`src/hdl/psl_consts.vh`:
```
// Purpose: constants for the power-up strap latch
// Assumes: 100 MHz core clock
// Notes: times in ns, counts given directly in clock cycles
`ifndef PSL_CONSTS_VH
`define PSL_CONSTS_VH
`define PSL_CLK_PERIOD_NS 10
`define PSL_STRAP_HOLD_CYCLES 4'hA
`define PSL_CNT_W 4
`define PSL_RATE_1G25 2'h0
`define PSL_RATE_2G5 2'h1
`define PSL_RATE_3G125 2'h2
`define PSL_RATE_ILLEGAL 2'h3
`define PSL_RATE_PULL_DEFAULT 2'h2
`define PSL_WIDTH_4X 1'h0
`define PSL_WIDTH_1X 1'h1
`define PSL_EEPROM_LOW_FORCED 2'h0
`define PSL_N_PAIRS 2
`define PSL_POS_INH 0
`define PSL_POS_SEL 1
`define PSL_POS_SA 2
`define PSL_POS_MB 4
`define PSL_POS_TX 5
`define PSL_POS_RX 6
`define PSL_POS_ODD 7
`endif

```
`src/hdl/psl_strap_latch.v`:
```
// Purpose: latch power-up straps after reset release and apply software overrides
// Assumes: straps stable 10 clocks after system_reset_n rises; pads supply pull defaults
// Notes: pair index 0 is ports 0/1, index 1 is ports 6/7
// Behaviour
// - Straps latched at reset only; later pin changes ignored; overrides replace the rate, width, power-down and lane-order straps.
// - Width strap 0 gives 4x port; 1 gives two independent 1x ports.
// - Written MAC width field takes precedence over latched width strap.
// - Speed strap: 00 1.25G, 01 2.5G, 10 3.125G, 11 illegal.
// - Latched speed is initial line-rate field; writing it overrides.
// - Unconnected speed strap reads as pulled-up default, 3.125 Gbit/s.
// - Even power-down strap: 0 port n up, 1 powers down n and n+1.
// - Odd strap powers n+1 up at 0, down at 1; 4x forces n+1 down.
// - Wide and narrow power-down fields override even and odd straps.
// - Rx and tx swap straps: 0 order ABCD, 1 order DCBA.
// - Rx and tx lane-order fields override swap straps when written.
// - Multibyte strap high selects multi-byte addressing, low single-byte.
// - Target address straps give low two bits of own 7-bit address.
// - Address-source strap selects EEPROM low bits from straps, else 00.
// - Boot-inhibit 0 allows EEPROM load after reset; 1 stops it.
// - Initial width from straps; width override field may replace it later.
// - Reset active low, asynchronous assert, synchronised release.
`default_nettype none
`include "psl_consts.vh"
module psl_strap_latch #(
    parameter NP = `PSL_N_PAIRS
) (
    // Clock and reset
    input wire clk,
    input wire system_reset_n,
    // Strap pins
    input wire [1:0] line_rate_strap,
    input wire [NP-1:0] width_select_strap,
    input wire [NP-1:0] even_port_off_strap,
    input wire [NP-1:0] odd_port_off_strap,
    input wire rx_lane_order_strap,
    input wire tx_lane_order_strap,
    input wire multibyte_addr_strap,
    input wire [1:0] target_addr_low_straps,
    input wire eeprom_addr_src_strap,
    input wire boot_inhibit_strap,
    // Software override fields, each with a write strobe
    input wire line_rate_wr,
    input wire [1:0] line_rate_field,
    input wire [NP-1:0] mac_width_wr,
    input wire [NP-1:0] mac_width_field,
    input wire [NP-1:0] width_override_wr,
    input wire [NP-1:0] width_override_field,
    input wire [NP-1:0] wide_port_off_wr,
    input wire [NP-1:0] wide_port_off_field,
    input wire [NP-1:0] narrow_port_off_wr,
    input wire [NP-1:0] narrow_port_off_field,
    input wire rx_lane_order_wr,
    input wire rx_lane_order_field,
    input wire tx_lane_order_wr,
    input wire tx_lane_order_field,
    // Resulting settings
    output reg straps_valid,
    output reg [1:0] line_rate,
    output reg line_rate_illegal,
    output reg [NP-1:0] port_1x_mode,
    output reg [NP-1:0] even_port_off,
    output reg [NP-1:0] odd_port_off,
    output reg rx_lane_reverse,
    output reg tx_lane_reverse,
    output reg multibyte_addr,
    output reg [1:0] target_addr_low,
    output reg [1:0] eeprom_addr_low,
    output reg boot_load_enable
);
    localparam SW = 2 + 3 * NP + 7;
    localparam ST_WAIT = 1'b0;
    localparam ST_DONE = 1'b1;
    // Packed strap word, single-bit straps at the low end
    localparam P_INH = `PSL_POS_INH;
    localparam P_SEL = `PSL_POS_SEL;
    localparam P_SA = `PSL_POS_SA;
    localparam P_MB = `PSL_POS_MB;
    localparam P_TX = `PSL_POS_TX;
    localparam P_RX = `PSL_POS_RX;
    localparam P_ODD = `PSL_POS_ODD;
    localparam P_EVEN = P_ODD + NP;
    localparam P_WIDTH = P_EVEN + NP;
    localparam P_RATE = P_WIDTH + NP;
    localparam [`PSL_CNT_W-1:0] CNT_LAST = `PSL_STRAP_HOLD_CYCLES - 1'b1;

    // A written field replaces the strap until the next reset
    function pick1;
        input ov;
        input val;
        input strap;
        begin
            pick1 = ov ? val : strap;
        end
    endfunction

    function [1:0] pick2;
        input ov;
        input [1:0] val;
        input [1:0] strap;
        begin
            pick2 = ov ? val : strap;
        end
    endfunction

    // Odd port off on its own control, with its even port, or when the pair runs 4x
    function odd_off;
        input own;
        input even;
        input is_1x;
        begin
            odd_off = own | even | (is_1x == `PSL_WIDTH_4X);
        end
    endfunction

    // Boot address low bits follow the target straps only when selected
    function [1:0] boot_addr_low;
        input sel;
        input [1:0] sa;
        begin
            boot_addr_low = sel ? sa : `PSL_EEPROM_LOW_FORCED;
        end
    endfunction

    // Reset release through two flops
    reg rst_meta_q;
    reg rst_sync_q;
    always @(posedge clk or negedge system_reset_n) begin
        if (!system_reset_n) begin
            rst_meta_q <= 1'b0;
            rst_sync_q <= 1'b0;
        end else begin
            rst_meta_q <= 1'b1;
            rst_sync_q <= rst_meta_q;
        end
    end
    wire rst_n = rst_sync_q;

    // Straps are asynchronous pins
    wire [SW-1:0] pins_raw = {line_rate_strap, width_select_strap, even_port_off_strap,
        odd_port_off_strap, rx_lane_order_strap, tx_lane_order_strap, multibyte_addr_strap,
        target_addr_low_straps, eeprom_addr_src_strap, boot_inhibit_strap};
    wire [SW-1:0] pins_s;
    psl_sync2 #(.W(SW)) u_sync (
        .clk(clk),
        .rst_n(rst_n),
        .d(pins_raw),
        .q(pins_s)
    );

    // Count ten cycles from release, then capture once
    reg state_q;
    reg [`PSL_CNT_W-1:0] cnt_q;
    reg [SW-1:0] cap_q;
    always @(posedge clk or negedge rst_n) begin
        if (!rst_n) begin
            state_q <= ST_WAIT;
            cnt_q <= {`PSL_CNT_W{1'b0}};
            cap_q <= {SW{1'b0}};
        end else begin
            case (state_q)
                ST_WAIT: begin
                    cnt_q <= cnt_q + 1'b1;
                    if (cnt_q == CNT_LAST) begin
                        cap_q <= pins_s;
                        state_q <= ST_DONE;
                    end
                end
                ST_DONE: begin
                    state_q <= ST_DONE; // Pins ignored until next reset
                end
                default: begin
                    state_q <= ST_WAIT;
                end
            endcase
        end
    end
    wire capture = (state_q == ST_WAIT) && (cnt_q == CNT_LAST);
    // Use freshly sampled pins in the capture cycle so outputs follow next edge
    wire [SW-1:0] src = capture ? pins_s : cap_q;

    wire [1:0] s_rate = src[P_RATE +: 2];
    wire [NP-1:0] s_width = src[P_WIDTH +: NP];
    wire [NP-1:0] s_even = src[P_EVEN +: NP];
    wire [NP-1:0] s_odd = src[P_ODD +: NP];
    wire s_rx = src[P_RX];
    wire s_tx = src[P_TX];
    wire s_mb = src[P_MB];
    wire [1:0] s_sa = src[P_SA +: 2];
    wire s_sel = src[P_SEL];
    wire s_inh = src[P_INH];

    // Override state: a written field replaces the strap until the next reset
    reg rate_ov_q;
    reg [1:0] rate_val_q;
    reg [NP-1:0] width_ov_q;
    reg [NP-1:0] width_val_q;
    reg [NP-1:0] wide_ov_q;
    reg [NP-1:0] wide_val_q;
    reg [NP-1:0] narrow_ov_q;
    reg [NP-1:0] narrow_val_q;
    reg rx_ov_q;
    reg rx_val_q;
    reg tx_ov_q;
    reg tx_val_q;
    integer i;
    always @(posedge clk or negedge rst_n) begin
        if (!rst_n) begin
            rate_ov_q <= 1'b0;
            rate_val_q <= `PSL_RATE_PULL_DEFAULT;
            width_ov_q <= {NP{1'b0}};
            width_val_q <= {NP{1'b0}};
            wide_ov_q <= {NP{1'b0}};
            wide_val_q <= {NP{1'b0}};
            narrow_ov_q <= {NP{1'b0}};
            narrow_val_q <= {NP{1'b0}};
            rx_ov_q <= 1'b0;
            rx_val_q <= 1'b0;
            tx_ov_q <= 1'b0;
            tx_val_q <= 1'b0;
        end else begin
            if (line_rate_wr) begin
                rate_ov_q <= 1'b1;
                rate_val_q <= line_rate_field;
            end
            for (i = 0; i < NP; i = i + 1) begin
                // MAC width field has priority over the port width override
                if (mac_width_wr[i]) begin
                    width_ov_q[i] <= 1'b1;
                    width_val_q[i] <= mac_width_field[i];
                end else if (width_override_wr[i]) begin
                    width_ov_q[i] <= 1'b1;
                    width_val_q[i] <= width_override_field[i];
                end
                if (wide_port_off_wr[i]) begin
                    wide_ov_q[i] <= 1'b1;
                    wide_val_q[i] <= wide_port_off_field[i];
                end
                if (narrow_port_off_wr[i]) begin
                    narrow_ov_q[i] <= 1'b1;
                    narrow_val_q[i] <= narrow_port_off_field[i];
                end
            end
            if (rx_lane_order_wr) begin
                rx_ov_q <= 1'b1;
                rx_val_q <= rx_lane_order_field;
            end
            if (tx_lane_order_wr) begin
                tx_ov_q <= 1'b1;
                tx_val_q <= tx_lane_order_field;
            end
        end
    end

    // Effective values, next cycle into output flops
    reg [1:0] rate_d;
    reg [NP-1:0] w1x_d;
    reg [NP-1:0] even_d;
    reg [NP-1:0] odd_d;
    integer k;
    always @* begin
        rate_d = pick2(rate_ov_q, rate_val_q, s_rate);
        for (k = 0; k < NP; k = k + 1) begin
            w1x_d[k] = pick1(width_ov_q[k], width_val_q[k], s_width[k]);
            even_d[k] = pick1(wide_ov_q[k], wide_val_q[k], s_even[k]);
            odd_d[k] = odd_off(pick1(narrow_ov_q[k], narrow_val_q[k], s_odd[k]), even_d[k], w1x_d[k]);
        end
    end

    // Outputs hold safe values until capture: all ports off, boot load withheld
    always @(posedge clk or negedge rst_n) begin
        if (!rst_n) begin
            straps_valid <= 1'b0;
            line_rate <= `PSL_RATE_PULL_DEFAULT;
            line_rate_illegal <= 1'b0;
            port_1x_mode <= {NP{1'b0}};
            even_port_off <= {NP{1'b1}};
            odd_port_off <= {NP{1'b1}};
            rx_lane_reverse <= 1'b0;
            tx_lane_reverse <= 1'b0;
            multibyte_addr <= 1'b0;
            target_addr_low <= 2'h0;
            eeprom_addr_low <= `PSL_EEPROM_LOW_FORCED;
            boot_load_enable <= 1'b0;
        end else if (capture || state_q == ST_DONE) begin
            straps_valid <= 1'b1;
            line_rate <= rate_d;
            line_rate_illegal <= (rate_d == `PSL_RATE_ILLEGAL);
            port_1x_mode <= w1x_d;
            even_port_off <= even_d;
            odd_port_off <= odd_d;
            rx_lane_reverse <= pick1(rx_ov_q, rx_val_q, s_rx);
            tx_lane_reverse <= pick1(tx_ov_q, tx_val_q, s_tx);
            multibyte_addr <= s_mb;
            target_addr_low <= s_sa;
            eeprom_addr_low <= boot_addr_low(s_sel, s_sa);
            boot_load_enable <= ~s_inh;
        end
    end
endmodule
`default_nettype wire

```
`src/hdl/psl_sync2.v`:
```
// Purpose: two-flop synchroniser for asynchronous strap pins
// Assumes: pins are static levels
// Notes: first stage is read only by the second stage
`default_nettype none
module psl_sync2 #(
    parameter W = 1
) (
    // Clock and reset
    input wire clk,
    input wire rst_n,
    // Data
    input wire [W-1:0] d,
    output reg [W-1:0] q
);
    reg [W-1:0] meta_q;
    always @(posedge clk or negedge rst_n) begin
        if (!rst_n) begin
            meta_q <= {W{1'b0}};
            q <= {W{1'b0}};
        end else begin
            meta_q <= d;
            q <= meta_q;
        end
    end
endmodule
`default_nettype wire

```
`config.mk`:
```
export PLATFORM = sky130hd
export DESIGN_NAME = psl_strap_latch
export DESIGN_NICKNAME = d
export VERILOG_FILES = /design/src/hdl/psl_strap_latch.v /design/src/hdl/psl_sync2.v
export VERILOG_INCLUDE_DIRS = /design/src /design/src/hdl
export SDC_FILE = /design/constraint.sdc
export NUM_CORES = 1
export LEC_CHECK = 0
export BUFFER_PORTS_ARGS = -buffer_cell sky130_fd_sc_hd__buf_4
export CORE_AREA = 3 3 80 82
export CTS_CLUSTER_SIZE = 24
export DETAILED_ROUTE_END_ITERATION = 10
export DIE_AREA = 0 0 83 85
export GPL_TIMING_DRIVEN = 0
export PLACE_DENSITY_LB_ADDON = 0.25
export SLEW_MARGIN = 20
export SYNTH_ARGS = -nofsm -noshare
export SYNTH_HDL_FRONTEND = slang
export SYNTH_SLANG_ARGS = --single-unit
```
`constraint.sdc`:
```
create_clock -name clk -period 3.7 [get_ports clk]
set_input_delay 0.37 -clock clk [delete_from_list [all_inputs] [get_ports clk]]
set_output_delay 0.37 -clock clk [all_outputs]
set_load 0.02 [all_outputs]
```
==> impl_metrics.json <==
{
  "io_buffers": 57,
  "num_rows": 28,
  "grt-ovfl-total": 0,
  "final_hold_viol_count": 0,
  "htreeDepth": 3,
  "ys_seq_elements": 89,
  "worst_skew_pair.late_latency_ns": 0.34,
  "antenna_found_initial": 0,
  "vdd_drop_max_mv": 0.3158,
  "placed_cell_area_um2": 3592,
  "track_usage_pct": 15.47,
  "core_area_um2": 5816,
  "status": "complete, no violations",
  "synth_top_area_share_pct": 68.34,
  "dp_cells": 325,
  "fin_crit_ns": 2.237,
  "pwr_density_cell_nw_per_um2": 471.5,
  "cts_setup_buffers": 0,
  "syn_avg_cell_area_um2": 15.83,
  "grt_use_met1_pct": 20.22,
  "grt.busiest_layer": "met2",
  "ys.flop_type": "dfrtp_1",
  "syn2layout_area_growth_pct": 24.29,
  "use_met2_pct": 23.76,
  "start_util_pct": 52.26,
  "fill_cells": 467,
  "drive_above_1_share_pct": 42.32,
  "nNetsFinal": 304,
  "dieHeight_um": 85,
  "clock_skew_ns": 0.007271,
  "die_w_um": 83,
  "synth.top_cells.by_count": "dfrtp_1 (83), mux2_2 (19), mux2i_1 (12), nor2_1 (9)",
  "crit_arrival_ns": 2.44,
  "hold_ws_ns": 0.1303,
  "max_freq_mhz": 447.0,
  "synth_cell_types": 27,
  "avgViaCountPerCell": 4.871,
  "relSlewSlack_pct": 47.77,
  "cp.required_ns": 3.91,
  "grt_max_degree": 61,
  "grt_pass1_vias": 1744,
  "hold_class": "input pin to flop",
  "synth.most_common_cell": "dfrtp_1",
  "worst_pin_slew_ns": 0.7798,
  "cts_tree": "built",
  "yosys.area.top_type": "dfrtp_1",
  "clk_pin_slew_ns": 0.08,
  "setup-tns-final_ns": 0,
  "drc": 0,
  "cp-end-kind": "flop",
  "antenna_left": 0,
  "maxCapViolations": 0,
  "postSynthNetCount": 234,
  "clk_path_buf_depth": 2,
  "async_flop_share_pct": 100.0,
  "final-max-slew-violation-count": 0,
  "grt_pass1_wl_mm": 8.473,
  "first_pass_iters": 4,
  "route.vias.total": 1666,
  "cts_buffers": 9,
  "syn_inst": 192,
  "startpoint_type": "flop",
  "synth_area_um2": 3039,
  "seqCellArea_um2": 2238,
  "fin_crit_sh_pct": 60.47,
  "multi_input_area_um2": 750.7,
  "cts-root-buf": "clkbuf_8",
  "fin_util_pct": 64.95,
  "layout.cells.non_filler": 342,
  "drt-initial-drc-count": 53,
  "num_antenna_cells": 0,
  "clock_sink_count": 89,
  "post_cts_resized": 0,
  "die_area_um2": 7055,
  "wl_per_cell_um": 14.34,
  "routabilityCongestion": 0.7022,
  "synth.yosys.seq_area_share_pct": 73.53,
  "synth_edf_count": 0,
  "dpl.hpwl_mm": 3.427,
  "setup_viol": 0,
  "rsz0062_at_grt": "no",
  "drt-total-wl_mm": 4.904,
  "p_leak_nw": 1.757,
  "critPathKind": "flop to flop",
  "postLayoutCellArea_um2": 3777,
  "synthTopCellsByArea": "dfrtp_1 (68%), mux2_2 (7.0%), dfstp_2 (5.2%), mux2i_1 (4.0%), mux2_4 (1.5%)",
  "ys.warnings.count": 0,
  "io_pins": 58,
  "use_met3_pct": 4.175,
  "cp_max_fo": 10
}
routing by layer:
layer	vias up	share of wire, %
met5	-	0
li1	785	-
met3	8	4.6
met2	38	49
met4	0	1.9
met1	835	44
power by group:
group | internal [mW] | leakage [nW] | switching (mW)
combinational | 0.0773 | 0.669 | 0.0616
sequential | 1.03 | 1.00 | 0.0265
clock | 0.281 | 0.0867 | 0.307
total | 1.39 | 1.76 | 0.395
cells by family (layout without fill, tap and decap cells):
kind of cell,count (synthesis),after routing,share of synthesized area [%]
flip-flops,89,89,73.53
multiplexers,34,34,12.47
AND/OR/NAND/NOR,32,32,5.764
AO/OA/AOI/OAI,21,21,4.652
buffers and inverters,10,85,1.770
XOR/XNOR,3,3,0.8647
adder cells (fa/ha/maj),2,2,0.8233
other,1,1,0.1234
cells in the final DEF (no fill, tap or decap), types with 2 or more instances in the layout:
cell type | synthesis | routed
o31ai_1 | 2 | 2
a21oi_1 | 4 | 4
mux2i_1 | 12 | 12
dfstp_2 | 6 | 6
nor2_1 | 9 | 9
a31oi_1 | 3 | 3
ha_1 | 2 | 2
nand2_1 | 7 | 7
mux2_2 | 19 | 19
o21ai_0 | 5 | 5
dfrtp_1 | 83 | 82
clkbuf_1 | 1 | 4
or3_1 | 2 | 2
a21o_1 | 3 | 3
mux2_4 | 3 | 3
or2_2 | 7 | 7
inv_1 | 6 | 6
buf_6 | 2 | 2
xnor2_1 | 3 | 3
clkbuf_8 | 0 | 11
nand2b_1 | 4 | 4
o211a_1 | 3 | 3
buf_4 | 0 | 57
metrics by stage:
step	setup WS, ns	total power, mW
2_1_floorplan	1.048	1.136
3_3_place_gp	0.2029	1.206
3_5_place_dp	1.472	1.217
4_1_cts	1.453	1.805
5_1_grt	1.261	1.868
6_report	1.463	1.781
repair_timing:
item / CTS / global route
setup endpoints to repair: 0 / 0
hold buffers: 1 / 0
hold endpoints to repair: 2 / 0
worst max-delay path, cell delays in order, from the launching register on:
cell	delay, ns
dfrtp_1	0.43
ha_1	0.22
a31oi_1	0.61
inv_1	0.36
buf_2	0.29
nor2_1	0.12
a21oi_1	0.06
final cells by class:
cell class / instances / area share, %
buffer: 4 / 0.8281
sequential: 89 / 59.26
clock inverter: 2 / 0.3312
inverter: 6 / 0.5962
timing repair buffer: 59 / 12.32
clock buffer: 14 / 4.306
multi-input combinational: 93 / 19.87
tap: 75 / 2.484
sequential cells by signal, summed over array words and instances (netlist names), 2 cells and up:
name	count
cap_q	15
u_sync.meta_q	15
u_sync.q	15
cnt_q	4
eeprom_addr_low	2
even_port_off	2
line_rate	2
narrow_ov_q	2
narrow_val_q	2
odd_port_off	2
pick2.val	2
port_1x_mode	2
target_addr_low	2
wide_ov_q	2
wide_val_q	2
width_ov_q	2
width_val_q	2
worst paths after layout:
| kind | start | end | slack (ns) | cells after the start |
|---|---|---|---|---|
| setup / recovery | cnt_q[0]$_DFFE_PN0N_ | target_addr_low[1]$_DFFE_PN0P_ | 1.46 | 6 |
| hold / removal | tx_lane_order_strap | u_sync.meta_q[5]$_DFF_PN0_ | 0.13 | 1 |
| setup reg to reg | cnt_q[0]$_DFFE_PN0N_ | target_addr_low[1]$_DFFE_PN0P_ | 1.46 | 6 |
| hold reg to reg | rst_n$_DFF_PN0_ | narrow_ov_q[1]$_DFFE_PN0P_ | 0.25 | 0 |
| max in group asynchronous | rst_n$_DFF_PN0_ | pick2.val[1]$_DFFE_PN1P_ | 2.77 | 1 |
| min in group asynchronous | rst_n$_DFF_PN0_ | narrow_ov_q[1]$_DFFE_PN0P_ | 0.25 | 0 |
Power figures use the tool's default switching activity.
